===== config.mk =====
export PLATFORM = sky130hd
export DESIGN_NAME = control_block_chain_fetch
export DESIGN_NICKNAME = d
export VERILOG_FILES = /design/src/core/chain_fetch_pkg.sv /design/src/core/control_block_chain_fetch.sv
export VERILOG_INCLUDE_DIRS = /design/src /design/src/core
export SDC_FILE = /design/constraint.sdc
export NUM_CORES = 1
export LEC_CHECK = 0
export BUFFER_PORTS_ARGS = -buffer_cell sky130_fd_sc_hd__buf_2
export CORE_MARGIN = 5
export CORE_UTILIZATION = 42
export DETAILED_ROUTE_END_ITERATION = 10
export SYNTH_ARGS = -nofsm -noshare
export SYNTH_HDL_FRONTEND = slang
export SYNTH_SLANG_ARGS = --single-unit

===== constraint.sdc =====
create_clock -name clk -period 13.7 [get_ports clk]
set_input_delay 1.37 -clock clk [delete_from_list [all_inputs] [get_ports clk]]
set_output_delay 1.37 -clock clk [all_outputs]
set_load 0.005 [all_outputs]

===== src/core/chain_fetch_map.svh =====
`ifndef CHAIN_FETCH_MAP_SVH
`define CHAIN_FETCH_MAP_SVH

// ----------------------------------------------------------------------------
// Register byte offsets on the Avalon-MM slave
// ----------------------------------------------------------------------------
`define REG_PORT_CMD      5'h00
`define REG_STATUS        5'h04
`define REG_DECODE        5'h08
`define REG_POSITION      5'h0C
`define REG_XFER_COUNT    5'h10
`define REG_DRIVE_LIMITS  5'h14
`define REG_CCB_ADDR      5'h18
`define REG_CIB_ADDR      5'h1C

// ----------------------------------------------------------------------------
// Port commands, wake-up and table layout
// ----------------------------------------------------------------------------
`define CMD_CLEAR         2'h0
`define CMD_START         2'h1
`define CMD_RESET         2'h2
`define EXT_BASELINE      8'h01
`define EXT_ALL           8'h07
`define CCB_SIGNATURE     8'h01
`define BUSY_SET          8'hFF
`define BUSY_CLEAR        8'h00
`define WUB_LEN           5'h06
`define CCB_LEN           5'h06
`define CCB_BUSY_IDX      8'h01
`define CIB_STATUS_IDX    8'h01
`define CIB_SEMA_IDX      8'h03
`define CIB_PTR_FIRST     5'h08
`define CIB_PTR_LAST      5'h0B
`define PARAM_BLOCK_FIRST        5'h08
`define PARAM_BLOCK_LAST         5'h19
`define SEMA_POSTED       8'hFF

// ----------------------------------------------------------------------------
// Parameter block decode
// ----------------------------------------------------------------------------
`define DEV_FIXED         16'h0000
`define DEV_FLOPPY        16'h0001
`define DEV_TAPE          16'h0010
`define UNIT_USED_MASK    8'h13
`define FUNC_DIAG         8'h0F
`define FUNC_READ         8'h04
`define FUNC_WRITE_BUF    8'h07
`define MOD_NO_IRQ        0
`define MOD_NO_RETRY      1
`define MOD_DELETED       2
`define STAT_DONE         8'h01
`define STAT_ERROR        8'h81

// ----------------------------------------------------------------------------
// Reset values
// ----------------------------------------------------------------------------
`define LIMITS_RESET      32'h0000_0000

`endif


===== src/core/chain_fetch_pkg.sv =====
package chain_fetch_pkg;

  typedef enum logic [3:0] {
    ST_IDLE     = 4'b0000,
    ST_WUB_RD   = 4'b0001,
    ST_CCB_RD   = 4'b0010,
    ST_BUSY_WR  = 4'b0011,
    ST_CIB_RD   = 4'b0100,
    ST_PARAM_BLOCK_RD  = 4'b0101,
    ST_CHECK    = 4'b0110,
    ST_EXEC     = 4'b0111,
    ST_SEMA_RD  = 4'b1000,
    ST_STAT_WR  = 4'b1001,
    ST_SEMA_WR  = 4'b1010,
    ST_HALT     = 4'b1011
  } fetch_state_t;

  typedef enum logic [1:0] {
    DEV_SEL_FIXED  = 2'b00,
    DEV_SEL_FLOPPY = 2'b01,
    DEV_SEL_TAPE   = 2'b10,
    DEV_SEL_NONE   = 2'b11
  } device_sel_t;

endpackage


===== src/core/control_block_chain_fetch.sv =====
`timescale 1ns/1ps
`default_nettype none
`include "chain_fetch_map.svh"

module control_block_chain_fetch
  import chain_fetch_pkg::*;
(
  input  wire logic                         clk,
  input  wire logic                         reset,
  input  wire logic [4:0]                   avs_address,
  input  wire logic                         avs_read,
  input  wire logic                         avs_write,
  input  wire logic [31:0]                  avs_writedata,
  output logic      [31:0]                  avs_readdata,
  output logic                              avs_waitrequest,
  input  wire logic [15:0]                  port_jumper,
  output logic                              mem_read,
  output logic                              mem_write,
  output logic      [23:0]                  mem_address,
  output logic      [7:0]                   mem_writedata,
  input  wire logic [7:0]                   mem_readdata,
  input  wire logic                         mem_ack,
  output logic                              exec_start,
  input  wire logic                         exec_done,
  input  wire logic                         exec_fail,
  output chain_fetch_pkg::device_sel_t      device_sel,
  output logic      [7:0]                   unit_sel,
  output logic      [7:0]                   function_code,
  output logic      [7:0]                   test_number,
  output logic                              deleted_data,
  output logic                              no_retry,
  output logic      [15:0]                  cylinder_target,
  output logic      [31:0]                  transfer_count,
  output logic                              cmd_irq,
  output logic                              error_indicator
);
  import chain_fetch_pkg::*;

  // --------------------------------------------------------------------------
  // Address arithmetic
  // --------------------------------------------------------------------------
  function automatic logic [23:0] ptr_addr(input logic [15:0] lo, input logic [15:0] hi,
                                           input logic linear);
    logic [19:0] seg;
    seg = {hi, 4'h0} + {4'h0, lo};
    ptr_addr = linear ? {hi[7:0], lo} : {4'h0, seg};
  endfunction

  function automatic logic [23:0] add_idx(input logic [23:0] base, input logic [7:0] idx);
    add_idx = base + {16'h0000, idx};
  endfunction

  // --------------------------------------------------------------------------
  // State
  // --------------------------------------------------------------------------
  fetch_state_t state;
  logic [15:0]  jumper_meta;
  logic [15:0]  jumper_sync;
  logic [4:0]   idx;
  logic [31:0]  gather;
  logic         linear_mode;
  logic [7:0]   ext_byte;
  logic         chain_valid;
  logic         held;
  logic [23:0]  ccb_base;
  logic [23:0]  cib_base;
  logic [23:0]  param_block_base;
  logic [7:0]   busy_value;
  logic [15:0]  device_word;
  logic [15:0]  modifier;
  logic [15:0]  cylinder;
  logic [7:0]   head;
  logic [7:0]   sector;
  logic [7:0]   status_value;
  logic [31:0]  limits;
  logic         bus_ack;
  logic         mem_done;
  logic         start_cmd;
  logic         clear_cmd;
  logic         reset_cmd;
  logic         range_err;
  logic         cyl_err;
  logic [23:0]  next_mem_address;
  logic         next_mem_read;
  logic         next_mem_write;
  logic [7:0]   next_mem_writedata;

  assign mem_done = (mem_read | mem_write) & mem_ack;

  // --------------------------------------------------------------------------
  // Avalon-MM slave
  // --------------------------------------------------------------------------
  assign avs_waitrequest = (avs_read | avs_write) & ~bus_ack;
  assign start_cmd = avs_write & bus_ack & (avs_address == `REG_PORT_CMD)
                     & (avs_writedata[1:0] == `CMD_START);
  assign clear_cmd = avs_write & bus_ack & (avs_address == `REG_PORT_CMD)
                     & (avs_writedata[1:0] == `CMD_CLEAR);
  assign reset_cmd = avs_write & bus_ack & (avs_address == `REG_PORT_CMD)
                     & (avs_writedata[1:0] == `CMD_RESET);

  always_ff @(posedge clk or posedge reset) begin
    if (reset) begin
      bus_ack <= 1'b0;
    end else begin
      bus_ack <= (avs_read | avs_write) & ~bus_ack;
    end
  end

  always_ff @(posedge clk or posedge reset) begin
    if (reset) begin
      avs_readdata <= 32'h0000_0000;
    end else if (avs_read & ~bus_ack) begin
      case (avs_address)
        `REG_STATUS:       avs_readdata <= {14'h0000, ext_byte, state, 2'b00, cmd_irq,
                                            error_indicator, chain_valid, held};
        `REG_DECODE:       avs_readdata <= {modifier, unit_sel, function_code};
        `REG_POSITION:     avs_readdata <= {cylinder_target, head, sector};
        `REG_XFER_COUNT:   avs_readdata <= transfer_count;
        `REG_DRIVE_LIMITS: avs_readdata <= limits;
        `REG_CCB_ADDR:     avs_readdata <= {8'h00, ccb_base};
        `REG_CIB_ADDR:     avs_readdata <= {8'h00, cib_base};
        default:           avs_readdata <= 32'h0000_0000;
      endcase
    end
  end

  // Drive limits: [15:0] cylinders, [23:16] sectors per track, [24] double-sided.
  always_ff @(posedge clk or posedge reset) begin
    if (reset) begin
      limits <= `LIMITS_RESET;
    end else if (avs_write & bus_ack & (avs_address == `REG_DRIVE_LIMITS)) begin
      limits <= avs_writedata;
    end
  end

  // --------------------------------------------------------------------------
  // Jumper synchroniser
  // --------------------------------------------------------------------------
  always_ff @(posedge clk or posedge reset) begin
    if (reset) begin
      jumper_meta <= 16'h0000;
      jumper_sync <= 16'h0000;
    end else begin
      jumper_meta <= port_jumper;
      jumper_sync <= jumper_meta;
    end
  end

  // --------------------------------------------------------------------------
  // Port-command state: held reset, interrupt, error indicator
  // --------------------------------------------------------------------------
  always_ff @(posedge clk or posedge reset) begin
    if (reset) begin
      held <= 1'b1;
    end else if (reset_cmd) begin
      held <= 1'b1;
    end else if (clear_cmd) begin
      held <= 1'b0;
    end
  end

  always_ff @(posedge clk or posedge reset) begin
    if (reset) begin
      cmd_irq <= 1'b0;
    end else if (reset_cmd) begin
      cmd_irq <= 1'b0;
    end else if (state == ST_SEMA_WR && mem_done && !modifier[`MOD_NO_IRQ]) begin
      cmd_irq <= 1'b1;
    end else if (clear_cmd) begin
      cmd_irq <= 1'b0;
    end
  end

  always_ff @(posedge clk or posedge reset) begin
    if (reset) begin
      error_indicator <= 1'b0;
    end else if (reset_cmd) begin
      error_indicator <= 1'b0;
    end else if (state == ST_CCB_RD && mem_done && idx == 5'h00
                 && mem_readdata != `CCB_SIGNATURE) begin
      error_indicator <= 1'b1;
    end
  end

  // --------------------------------------------------------------------------
  // Table walk
  // --------------------------------------------------------------------------
  always_ff @(posedge clk or posedge reset) begin
    if (reset) begin
      state        <= ST_IDLE;
      idx          <= 5'h00;
      gather       <= 32'h0000_0000;
      chain_valid  <= 1'b0;
      linear_mode  <= 1'b0;
      ext_byte     <= 8'h00;
      ccb_base     <= 24'h000000;
      cib_base     <= 24'h000000;
      param_block_base    <= 24'h000000;
      busy_value   <= `BUSY_CLEAR;
      status_value <= 8'h00;
      exec_start   <= 1'b0;
    end else if (reset_cmd) begin
      state       <= ST_IDLE;
      chain_valid <= 1'b0;
      exec_start  <= 1'b0;
    end else begin
      exec_start <= 1'b0;
      case (state)
        ST_IDLE: begin
          idx <= 5'h00;
          if (start_cmd && !held) begin
            if (!chain_valid) begin
              state <= ST_WUB_RD;
            end else begin
              busy_value <= `BUSY_SET;
              state      <= ST_BUSY_WR;
            end
          end
        end
        ST_WUB_RD: begin
          if (mem_done) begin
            if (idx == 5'h00) begin
              ext_byte    <= mem_readdata;
              linear_mode <= (mem_readdata == `EXT_ALL);
            end else if (idx >= 5'h02) begin
              gather[idx[1:0]*8 +: 8] <= mem_readdata;
            end
            idx <= (idx == 5'h00) ? 5'h02 : idx + 5'h01;
            if (idx == `WUB_LEN - 5'h01) begin
              ccb_base <= ptr_addr(gather[31:16], {mem_readdata, gather[7:0]},
                                   linear_mode);
              idx      <= 5'h00;
              state    <= ST_CCB_RD;
            end
          end
        end
        ST_CCB_RD: begin
          if (mem_done) begin
            if (idx == 5'h00 && mem_readdata != `CCB_SIGNATURE) begin
              state <= ST_HALT;
            end else begin
              if (idx >= 5'h02) begin
                gather[idx[1:0]*8 +: 8] <= mem_readdata;
              end
              idx <= (idx == 5'h00) ? 5'h02 : idx + 5'h01;
              if (idx == `CCB_LEN - 5'h01) begin
                cib_base    <= ptr_addr(gather[31:16], {mem_readdata, gather[7:0]},
                                        linear_mode);
                chain_valid <= 1'b1;
                busy_value  <= `BUSY_CLEAR;
                state       <= ST_BUSY_WR;
              end
            end
          end
        end
        ST_BUSY_WR: begin
          if (mem_done) begin
            idx   <= `CIB_PTR_FIRST;
            state <= (busy_value == `BUSY_SET) ? ST_CIB_RD : ST_IDLE;
          end
        end
        ST_CIB_RD: begin
          if (mem_done) begin
            gather[idx[1:0]*8 +: 8] <= mem_readdata;
            idx <= idx + 5'h01;
            if (idx == `CIB_PTR_LAST) begin
              param_block_base <= ptr_addr(gather[15:0], {mem_readdata, gather[23:16]},
                                    linear_mode);
              idx       <= `PARAM_BLOCK_FIRST;
              state     <= ST_PARAM_BLOCK_RD;
            end
          end
        end
        ST_PARAM_BLOCK_RD: begin
          if (mem_done) begin
            idx <= idx + 5'h01;
            if (idx == `PARAM_BLOCK_LAST) begin
              state <= ST_CHECK;
            end
          end
        end
        ST_CHECK: begin
          if (range_err) begin
            status_value <= `STAT_ERROR;
            state        <= ST_SEMA_RD;
          end else begin
            exec_start <= 1'b1;
            state      <= ST_EXEC;
          end
        end
        ST_EXEC: begin
          if (exec_done) begin
            status_value <= exec_fail ? `STAT_ERROR : `STAT_DONE;
            state        <= ST_SEMA_RD;
          end
        end
        ST_SEMA_RD: begin
          if (mem_done && mem_readdata == 8'h00) begin
            state <= ST_STAT_WR;
          end
        end
        ST_STAT_WR: begin
          if (mem_done) begin
            state <= ST_SEMA_WR;
          end
        end
        ST_SEMA_WR: begin
          if (mem_done) begin
            busy_value <= `BUSY_CLEAR;
            state      <= ST_BUSY_WR;
          end
        end
        ST_HALT: begin
          state <= ST_HALT;
        end
        default: begin
          state <= ST_IDLE;
        end
      endcase
    end
  end

  // --------------------------------------------------------------------------
  // Parameter block capture and decode
  // --------------------------------------------------------------------------
  always_ff @(posedge clk or posedge reset) begin
    if (reset) begin
      device_word    <= `DEV_FIXED;
      unit_sel       <= 8'h00;
      function_code  <= 8'h00;
      modifier       <= 16'h0000;
      cylinder       <= 16'h0000;
      head           <= 8'h00;
      sector         <= 8'h00;
      transfer_count <= 32'h0000_0000;
    end else if (state == ST_PARAM_BLOCK_RD && mem_done) begin
      case (idx)
        5'h08: device_word[7:0]      <= mem_readdata;
        5'h09: device_word[15:8]     <= mem_readdata;
        5'h0A: unit_sel              <= mem_readdata & `UNIT_USED_MASK;
        5'h0B: function_code         <= mem_readdata;
        5'h0C: modifier[7:0]         <= mem_readdata;
        5'h0D: modifier[15:8]        <= mem_readdata;
        5'h0E: cylinder[7:0]         <= mem_readdata;
        5'h0F: cylinder[15:8]        <= mem_readdata;
        5'h10: head                  <= mem_readdata;
        5'h11: sector                <= mem_readdata;
        5'h16: transfer_count[7:0]   <= mem_readdata;
        5'h17: transfer_count[15:8]  <= mem_readdata;
        5'h18: transfer_count[23:16] <= mem_readdata;
        5'h19: transfer_count[31:24] <= mem_readdata;
        default: begin
        end
      endcase
    end
  end

  always_comb begin
    case (device_word)
      `DEV_FIXED:  device_sel = DEV_SEL_FIXED;
      `DEV_FLOPPY: device_sel = DEV_SEL_FLOPPY;
      `DEV_TAPE:   device_sel = DEV_SEL_TAPE;
      default:     device_sel = DEV_SEL_NONE;
    endcase
  end

  assign test_number  = (function_code == `FUNC_DIAG) ? modifier[15:8] : 8'h00;
  assign deleted_data = modifier[`MOD_DELETED] & (function_code >= `FUNC_READ)
                        & (function_code <= `FUNC_WRITE_BUF);
  assign no_retry     = modifier[`MOD_NO_RETRY];

  // --------------------------------------------------------------------------
  // Range checks against the initialised drive
  // --------------------------------------------------------------------------
  always_comb begin
    cyl_err   = (cylinder >= limits[15:0]);
    range_err = cyl_err;
    if (device_sel == DEV_SEL_FLOPPY) begin
      range_err = range_err | (sector == 8'h00) | (sector > limits[23:16])
                  | (head > {7'h00, limits[24]});
    end else if (device_sel == DEV_SEL_FIXED) begin
      range_err = range_err | (sector >= limits[23:16]);
    end
  end

  always_ff @(posedge clk or posedge reset) begin
    if (reset) begin
      cylinder_target <= 16'h0000;
    end else if (state == ST_CHECK) begin
      cylinder_target <= cyl_err ? 16'h0000 : cylinder;
    end
  end

  // --------------------------------------------------------------------------
  // Memory master requests
  // --------------------------------------------------------------------------
  always_comb begin
    next_mem_read      = 1'b0;
    next_mem_write     = 1'b0;
    next_mem_address   = 24'h000000;
    next_mem_writedata = 8'h00;
    case (state)
      ST_WUB_RD: begin
        next_mem_read    = 1'b1;
        next_mem_address = add_idx({4'h0, jumper_sync, 4'h0}, {3'b000, idx});
      end
      ST_CCB_RD: begin
        next_mem_read    = 1'b1;
        next_mem_address = add_idx(ccb_base, {3'b000, idx});
      end
      ST_BUSY_WR: begin
        next_mem_write     = 1'b1;
        next_mem_address   = add_idx(ccb_base, `CCB_BUSY_IDX);
        next_mem_writedata = busy_value;
      end
      ST_CIB_RD: begin
        next_mem_read    = 1'b1;
        next_mem_address = add_idx(cib_base, {3'b000, idx});
      end
      ST_PARAM_BLOCK_RD: begin
        next_mem_read    = 1'b1;
        next_mem_address = add_idx(param_block_base, {3'b000, idx});
      end
      ST_SEMA_RD: begin
        next_mem_read    = 1'b1;
        next_mem_address = add_idx(cib_base, `CIB_SEMA_IDX);
      end
      ST_STAT_WR: begin
        next_mem_write     = 1'b1;
        next_mem_address   = add_idx(cib_base, `CIB_STATUS_IDX);
        next_mem_writedata = status_value;
      end
      ST_SEMA_WR: begin
        next_mem_write     = 1'b1;
        next_mem_address   = add_idx(cib_base, `CIB_SEMA_IDX);
        next_mem_writedata = `SEMA_POSTED;
      end
      default: begin
      end
    endcase
  end

  // A request drops for one cycle after each acknowledge so the next address
  // is presented only once the walk has moved on.
  always_ff @(posedge clk or posedge reset) begin
    if (reset) begin
      mem_read      <= 1'b0;
      mem_write     <= 1'b0;
      mem_address   <= 24'h000000;
      mem_writedata <= 8'h00;
    end else begin
      mem_read      <= next_mem_read & ~mem_done & ~reset_cmd;
      mem_write     <= next_mem_write & ~mem_done & ~reset_cmd;
      mem_address   <= next_mem_address;
      mem_writedata <= next_mem_writedata;
    end
  end

endmodule // control_block_chain_fetch

`default_nettype wire


Word-level counts from Yosys, hierarchy flattened. Index checks and enable logic that the tools add are counted.

RAM bits: 0. Bits in latches: 0. Register bits: 397. Memory bits (read-only): 0. Bits of input ports: 68. Memories: 0. Word-level logic and storage cells: 285.

Eq/ne operators: 70. $lt $le $gt $ge: 7. Muxes and demuxes: 75. Reduce and logical (&&, ||, !) cells: 56. $add $sub $neg: 11. Shifts and indexed selects: 2. Divide/modulo/power cells: 0. Bitwise gates (word level): 25. Multiply operators: 0.

Operator list (number): case mux 32 bit (7 select lines) (1); 2-to-1 mux 32 bit (6); case mux 24 bit (7 select lines) (1); case mux 32 bit (3 select lines) (1); 2-to-1 mux 8 bit (10); adder 24 x 5 -> 24 bit (3); 2-to-1 mux 4 bit (17); == test 5 x 4 -> 1 bit (second input constant) (10); == test 5 bit (second input constant) (10); adder 24 x 1 -> 24 bit (second input constant) (2); 2-to-1 mux 24 bit (2); case mux 4 bit (12 select lines) (1); case mux 8 bit (3 select lines) (2); 2-to-1 mux 5 bit (9); adder 20 x 16 -> 20 bit (2); != test 3 bit (second input constant) (13); negator 5 -> 34 bit (1); variable shift 8 x 34 -> 32 bit (first input constant) (1); indexed part select 8 x 34 -> 32 bit (1); bitwise mux 32 bit (1); case mux 5 bit (6 select lines) (1); AND reduction 2 bit (14); != test 2 bit (second input constant) (13); adder 24 x 2 -> 24 bit (second input constant) (1); other kinds (51) (123).

Logic depth before layout (Yosys ltp). Gate-level depths: netlist of run 1.

Depth after elaboration: 8. Mapped depth: 18.

Least setup slack after synthesis of run 1. Ideal clock, no wire load.

Path kind: register to register. Start point: reg state[2]. End point: reg mem_address[18]. Path slack: 9849 ps. Period minus slack after synthesis: 3851 ps. Arrival time: 3712 ps. Setup time: 139 ps. Buffers on the path: 5. Cell stages (with the launch flop): 19. Cells stage by stage: dfrtp_1 -> buf_2 -> nand4bb_1 -> clkbuf_1 -> buf_1 -> buf_1 -> buf_1 -> nand2_1 -> nand2_1 -> ha_1 -> fa_1 -> a21oi_1 -> o21bai_1 -> a21oi_1 -> nor4b_4 -> o21ai_0 -> xor2_1 -> a222oi_1 -> o21ai_0.

Cells in the longest elaborated chain, start to end: 3. Elaborated cells between the ends (all ways): 10. Those cells by class: eq/ne (8); mux (1); reduce/logical (1).

RTL lines: start: declaration (RTL line control_block_chain_fetch.sv:56) `fetch_state_t state;`; start signal: assignment (RTL line control_block_chain_fetch.sv:259) `` state <= (busy_value == `BUSY_SET) ? ST_CIB_RD : ST_IDLE; ``; == test 4 bit (RTL line control_block_chain_fetch.sv:402) `case (state)`; OR reduction 2 bit (no source line); case mux 24 bit (7 select lines) (*) (RTL line control_block_chain_fetch.sv:402); named net next_mem_address[18] (RTL line control_block_chain_fetch.sv:83) `logic [23:0] next_mem_address;`; end signal: assignment (RTL line control_block_chain_fetch.sv:454) `mem_address <= next_mem_address;`; end: declaration (RTL line control_block_chain_fetch.sv:19) `output logic [23:0] mem_address,`.

The timed path passes the listed nets; every way through them passes the cells marked *. A chain may end at the register's enable or synchronous reset.

Worst setup path after layout of run 1.
Start point: reg state[0]. End point: reg mem_address[18].

The elaborated chain is that of the path after synthesis.

==> out/metrics.json, run 1 <==
{
  "post_synth_main_area_contributors": "dfrtp_1 47%, mux2_2 7.1%, nand2_1 5.5%",
  "setup-violations-final": 0,
  "synth-edff-count": 0,
  "synth.yosys.seq_area_share": 0.469,
  "largest_buffer_count_on_any_clock_path": 3,
  "placed_cell_area_mm2": 0.0218,
  "cts.repair.resized": 0,
  "synth.largest_area_cell": "dfrtp_1",
  "synth.most_common_cell": "dfrtp_1",
  "rr_startpoint": "state[0]",
  "floorplan.initialDensity": 0.424,
  "cts.htree.levels": 2,
  "dp_hpwl_um": 53100,
  "wire_length_of_the_first_global_routing_pass_um": 108000,
  "detail_route.drc_violations": 0,
  "routed_wire_length_per_instance_um": 25.5,
  "status": "finished, final reports clean",
  "syn_to_final_growth_pct": 15.3,
  "ys_top_cells_by_count": "378 x dfrtp_1, 294 x nand2_1, 153 x o21ai_0, 127 x mux2_2, 101 x clkbuf_1",
  "yosys_warnings": 0,
  "clock_skew_ps": 33.6,
  "worstPathRequired_ps": 14100,
  "synth.cell_area_mm2": 0.0202,
  "port_buffers": 208,
  "period_needed_ps": 4380,
  "wirelength_um": 72300,
  "globalRoute.totalOverflow": 0,
  "reg2regPathDepth": 13,
  "antenna_violations_before_repair": 1,
  "rrSetupSlack_ps": 9320,
  "maxSlewViolCount": 0,
  "grt_max_degree": 104,
  "initialDrtViolationCount": 2014,
  "chipWidth_um": 229,
  "fin_crit_sh": 0.320,
  "first_pass_iters": 8,
  "drt-vias-per-instance": 6.06,
  "worst_slew_margin": 0.144,
  "timing.setup.tns_ps": 0,
  "max_cap_viol_count": 0,
  "post_cts.repair.setup_buffers": 0,
  "timing_worst_slew_pin_value_ps": 1280,
  "global_route.usage.total": 0.267,
  "cell_pwr_density_mw_per_mm2": 154,
  "clock_insertion_delay_worst_skew_ps": 610,
  "path_clk_slew_ps": 60,
  "ys_ff_latch": 379,
  "die_area_mm2": 0.0526,
  "fillers": 4420,
  "place.gp.congestion": 0.920,
  "finalNetCount": 2334,
  "insertedDiodeCount": 0,
  "asyncSetResetFlopFracSynth": 1.00,
  "postSynthCellCount": 2031,
  "hp-start": "jumper_meta[15]",
  "core_mm2": 0.0476,
  "dominantRegCellSynth": "dfrtp_1",
  "post_cts_hold_buffer_count": 0,
  "root_buffer": "clkbuf_16",
  "end_point_of_the_worst_hold_path": "jumper_sync[15]",
  "tritoncts_num_sinks": 379,
  "finish.instance_area_mm2": 0.0233,
  "power.ir.vdd_worst_mv": 0.0925,
  "min_delay_path_depth": 0,
  "synth_largest_type_area_fraction": 0.468,
  "end_kind": "register",
  "ant_nets": 0,
  "num_vias": 17200,
  "holdCritPathClass": "reg -> reg",
  "power_leakage_nw": 11.2,
  "die_height_um": 229,
  "first_global_vias": 16700,
  "cts_buffers": 42,
  "drive_above_1_share": 0.223,
  "worst-endpoint-arrival_ps": 4780,
  "hold_violations": 0,
  "grt_setup_unrepaired": "false",
  "cts_tree": "yes",
  "worst_setup_path_start_kind": "register",
  "avgSynthCellArea_um2": 9.95,
  "crit_fanout": 29,
  "placement_rows": 80,
  "rr_endpoint": "mem_address[18]",
  "io_pins": 214,
  "max_freq_mhz": 228,
  "synth.lib_cells_used.distinct": 85,
  "critPathKind": "reg -> reg"
}
power by group:
part,internal [mW],switching (mW),leakage [nW],total [mW]
Clock,0.731,0.494,0.739,1.22
Combinational,0.361,0.651,5.45,1.01
Sequential,1.22,0.134,5.03,1.36
worst max-delay path, cell delays in order, from the launching register on:
cell      delay [ps]
dfrtp_1          970
and4bb_2         780
nand2_1          130
nand2_1           90
ha_1             180
fa_1             210
a21oi_1           80
o21bai_1         190
a21oi_1          180
nor4b_4          540
o21ai_0          210
xor2_1           200
a222oi_1         270
o21ai_0          160
metal layers:
metal / part of all wire / track usage / wire length, um
met4: 0.037 / 0.0962 / 2660
met5: 0 / 0 / 0
met3: 0.074 / 0.0426 / 5370
met1: 0.43 / 0.380 / 31100
met2: 0.46 / 0.415 / 33100
area by class of cell:
| class | instances | area, um2 | area share |
|---|---|---|---|
| well taps | 615 | 769 | 0.0330 |
| multi-input cells | 1468 | 10000 | 0.430 |
| clock inverters | 14 | 260 | 0.0112 |
| inverters | 60 | 233 | 0.00998 |
| flip-flops and latches | 379 | 9490 | 0.407 |
| clock buffers | 61 | 1240 | 0.0533 |
| repair buffers | 242 | 1300 | 0.0556 |
placed cells by master (no fill, tap or decap), types with 12 or more instances in the layout:
cell       synthesis  layout
a21bo_2           21      21
a21o_1            12      12
a21oi_1           55      55
a221oi_1          22      22
a222oi_1          25      25
a22o_1            27      27
a22oi_1           47      47
a31oi_1           17      17
and2_1            21      21
buf_2              8     208
buf_4             10      34
clkbuf_16          0      42
clkbuf_8           0      12
dfrtp_1          378     378
ha_1              69      69
inv_1             57      56
mux2_2           127     127
mux2i_1           20      20
nand2_1          294     294
nand2b_1          14      14
nand3_1           70      70
nand4_1           43      43
nor2_1            95      91
nor2b_1           12      12
nor3_1            27      24
nor4_1            14      14
o211ai_1          16      16
o21ai_0          153     152
o22ai_1           14      14
xnor2_1           49      49
xor2_1            62      62
per-stage QoR:
step	utilization	total power [mW]	cells	worst slack [ps]	hold WS, ps
global placement	0.458	2.34	2764	8960	335
CTS	0.489	3.59	2839	9400	348
finish	0.489	3.59	2839	9320	346
detailed placement	0.458	2.36	2764	8880	336
floorplan	-	2.02	2035	1800	331
global route	0.489	3.76	2839	8930	359
cell families after synthesis:
logic type	synth area share
adders and majority gates	0.0467
DFF	0.469
xor gates and xnor gates	0.0481
AOI/OAI and AO/OA	0.167
and+or+nand+nor	0.151
muxes	0.0806
buffers and inverters	0.0373
other	0.000185
how the worst max path moves through the flow:
stage                   from          endpoint  slack, ps
floorplan              reset   avs_readdata[0]       1800
global placement       reset  function_code[7]       8960
detailed placement     reset       unit_sel[0]       8880
CTS                 state[0]   mem_address[18]       9400
global route        state[0]   mem_address[18]       8930
finish              state[0]   mem_address[18]       9320
state kept, by name, indices dropped and copies added (netlist names), 2 cells and up:
| signal | count |
|---|---|
| sector | 8 |
| gather | 32 |
| transfer_count | 32 |
| ccb_base | 24 |
| function_code | 8 |
| device_word | 16 |
| idx | 5 |
| jumper_sync | 16 |
| mem_writedata | 3 |
| cib_base | 24 |
| mem_address | 24 |
| modifier | 16 |
| ext_byte | 8 |
| limits | 32 |
| status_value | 2 |
| param_block_base | 24 |
| cylinder_target | 16 |
| unit_sel | 3 |
| cylinder | 16 |
| state | 4 |
| jumper_meta | 16 |
| avs_readdata | 32 |
| head | 8 |
(Power assumes the default switching activity.)
==> inputs of run 2 (changes only) <==
clock period = 3.65 ns   (was 13.7 ns; I/O delays follow)
==> run 2 against run 1 <==
Sequential cell count stayed put; clock skew is 22 ps higher; final cell count is 3.9% higher.
==> out/metrics.json, run 2 (synthesized netlist as in run 1, its figures left out) <==
{
  "setup-violations-final": {"value": 0, "change": "unchanged"},
  "path_clk_slew": {"value": 60, "unit": "ps", "change": "about the same"},
  "fin_crit_sh": {"value": 0.929, "change": "+0.609"},
  "rrSetupSlack": {"value": 260, "unit": "ps", "change": "-9060 ps"},
  "core": {"value": 0.0476, "unit": "mm2", "change": "unchanged"},
  "clock_skew": {"value": 55.5, "unit": "ps", "change": "+21.9 ps"},
  "max_cap_viol_count": {"value": 0, "change": "unchanged"},
  "first_pass_iters": {"value": 10, "change": "+2"},
  "seq_area": {"value": 0.00949, "unit": "mm2", "change": "unchanged"},
  "cts_tree": "yes",
  "ant_nets": {"value": 0, "change": "unchanged"},
  "die_height": {"value": 229, "unit": "um", "change": "unchanged"},
  "num_vias": {"value": 17700, "change": "+2.6%"},
  "max_freq": {"value": 295, "unit": "MHz", "change": "+29%"},
  "holdCritPathClass": "in -> reg",
  "hold_violations": {"value": 0, "change": "unchanged"},
  "fillers": {"value": 4323, "change": "-2.2%"},
  "globalRoute.totalOverflow": {"value": 0, "change": "unchanged"},
  "hp-start": "avs_writedata[19]",
  "end_point_of_the_worst_hold_path": "limits[19]",
  "cts.htree.levels": {"value": 2, "change": "unchanged"},
  "finalNetCount": {"value": 2438, "change": "+4.5%"},
  "startpoint": "state[3]",
  "worstPathRequired": {"value": 4090, "unit": "ps", "change": "-10010 ps"},
  "crit_fanout": {"value": 8, "change": "-72%"},
  "root_buffer": "clkbuf_16",
  "die_area": {"value": 0.0526, "unit": "mm2", "change": "unchanged"},
  "io_pins": {"value": 214, "change": "unchanged"},
  "worst-endpoint-arrival": {"value": 3830, "unit": "ps", "change": "-950 ps"},
  "placement_rows": {"value": 80, "change": "unchanged"},
  "period_needed": {"value": 3390, "unit": "ps", "change": "-988 ps"},
  "worst_slew_margin": {"value": 0.288, "change": "+0.143"},
  "rr_endpoint": "mem_address[18]",
  "grt_max_degree": {"value": 70, "change": "-33%"},
  "rr_startpoint": "state[3]",
  "detail_route.drc_violations": {"value": 0, "change": "unchanged"},
  "layout_common_cells": "378 x dfrtp_1, 294 x nand2_1, 208 x buf_2, 152 x o21ai_0, 127 x mux2_2",
  "worst_setup_path_start_kind": "register",
  "routed_wire_length_per_instance": {"value": 26.0, "unit": "um", "change": "+1.9%"},
  "tritoncts_num_sinks": {"value": 379, "change": "unchanged"},
  "first_global_vias": {"value": 17400, "change": "+4.2%"},
  "syn_to_final_growth_pct": 19.9,
  "place.gp.congestion": {"value": 0.963, "change": "+4.7%"},
  "reg2regPathDepth": {"value": 12, "change": "-1"},
  "wirelength": {"value": 76500, "unit": "um", "change": "+5.9%"},
  "min_delay_path_depth": {"value": 3, "change": "+3"},
  "cts_buffers": {"value": 45, "change": "+7.1%"},
  "final.setup.worst_slack": {"value": 260, "unit": "ps", "change": "-9060 ps"},
  "dp_hpwl": {"value": 56700, "unit": "um", "change": "+6.7%"},
  "multi_input_logic_area": {"value": 0.0100, "unit": "mm2", "change": "+0.12%"},
  "clock_insertion_delay_worst_skew": {"value": 620, "unit": "ps", "change": "about the same"},
  "drive_above_1_share": {"value": 0.239, "change": "+0.0166"},
  "power_leakage": {"value": 11.7, "unit": "nW", "change": "+4.3%"},
  "initialDrtViolationCount": {"value": 1962, "change": "-2.6%"},
  "antenna_violations_before_repair": {"value": 1, "change": "unchanged"},
  "dpl_worst_slack": {"value": 277, "unit": "ps", "change": "-8600 ps"},
  "grt_setup_unrepaired": "false",
  "global_route.usage.total": {"value": 0.283, "change": "+0.0158"},
  "layout.core_utilization": {"value": 0.509, "change": "+0.0193"},
  "wire_length_of_the_first_global_routing_pass": {"value": 114000, "unit": "um", "change": "+5.5%"},
  "end_kind": "register",
  "critPathKind": "reg -> reg",
  "status": "finished, final reports clean",
  "timing_worst_slew_pin_value": {"value": 1060, "unit": "ps", "change": "-216 ps"},
  "port_buffers": {"value": 208, "change": "unchanged"},
  "maxSlewViolCount": {"value": 0, "change": "unchanged"},
  "post_cts.repair.setup_buffers": {"value": 0, "change": "unchanged"},
  "leading_cell_type_in_the_layout_fill_and_taps_excluded": "dfrtp_1",
  "drt-vias-per-instance": {"value": 5.99, "change": "-1.3%"},
  "dp.cells": {"value": 2820, "change": "+2.0%"},
  "power.ir.vdd_worst": {"value": 0.372, "unit": "mV", "change": "+300%"},
  "chipWidth": {"value": 229, "unit": "um", "change": "unchanged"},
  "cell_pwr_density": {"value": 561, "unit": "mW/mm2", "change": "+260%"},
  "non_filler_instance_count_after_layout": {"value": 2949, "change": "+3.9%"},
  "floorplan.initialDensity": {"value": 0.424, "change": "unchanged"},
  "largest_buffer_count_on_any_clock_path": {"value": 3, "change": "unchanged"}
}
[run 2: cell types whose count changed in the layout (fill, tap and decap cells not counted), sizes merged]
cell         before  now
buf             242  298
bufinv            5    2
dlygate4sd3       0   45
clkinvlp          0    3
clkinv           10   18
inv              59   58
diode             0    1
clkbuf           61   62
[run 2: worst max-delay path by stage]
| stage | to | slack [ps] | cells past startpoint |
|---|---|---|---|
| floorplan | avs_readdata[0] | -1810 | 1 |
| global placement | mem_address[18] | 340 | 12 |
| detailed placement | mem_address[14] | 280 | 13 |
| CTS | mem_address[14] | 230 | 13 |
| global route | mem_address[18] | 3 | 12 |
| finish | mem_address[18] | 260 | 12 |
[run 2: metal layers]
| metal | global-route usage | vias to the layer above | part of all wire |
|---|---|---|---|
| li1 | - | 7880 | - |
| met1 | 0.412 | 8824 | 0.43 |
| met5 | 0 | - | 0 |
| met2 | 0.445 | 808 | 0.46 |
| met3 | 0.0375 | 142 | 0.076 |
| met4 | 0.0780 | 0 | 0.030 |
[run 2: area by class of cell]
| type | instances | share of cell area |
|---|---|---|
| multi-input cells | 1468 | 0.414 |
| clock inverters | 21 | 0.00945 |
| clock buffers | 62 | 0.0516 |
| well taps | 615 | 0.0318 |
| repair buffers | 343 | 0.0920 |
| inverters | 60 | 0.00945 |
| flip-flops and latches | 379 | 0.391 |
| diodes | 1 | 0.000103 |
[run 2: through the flow]
step	cell area [um2]	hold slack, ps	total power [mW]	setup TNS (ps)
floorplan	20200	331	7.57	-683160
global placement	22300	334	8.92	0
detailed placement	22300	336	9.02	0
CTS	24200	13.2	13.6	0
global route	24200	16.3	14.2	0
finish	24200	21.0	13.6	0
[run 2: critical path, stage by stage, from the launching register on]
cell and delay (ps):
dfrtp_1 470, nand4bb_2 430, nand2_1 140, nand2_1 70, ha_1 340, a21oi_1 90
o21bai_1 200, a21oi_1 190, nor4b_4 530, o21ai_0 190, xor2_1 180, a222oi_1 260
o21ai_0 130
[run 2: power breakdown]
| group | internal [mW] | switching, mW | leakage (nW) |
|---|---|---|---|
| combinational | 1.49 | 2.56 | 5.93 |
| clock | 2.57 | 1.94 | 0.727 |
| sequential | 4.59 | 0.439 | 5.03 |
[run 2: what timing repair did]
action | CTS | global route
hold buffers | 45 | 0
endpoints found under the setup margin | 0 | 5
hold endpoints to repair | 63 | 0
gates resized for setup | 0 | 3
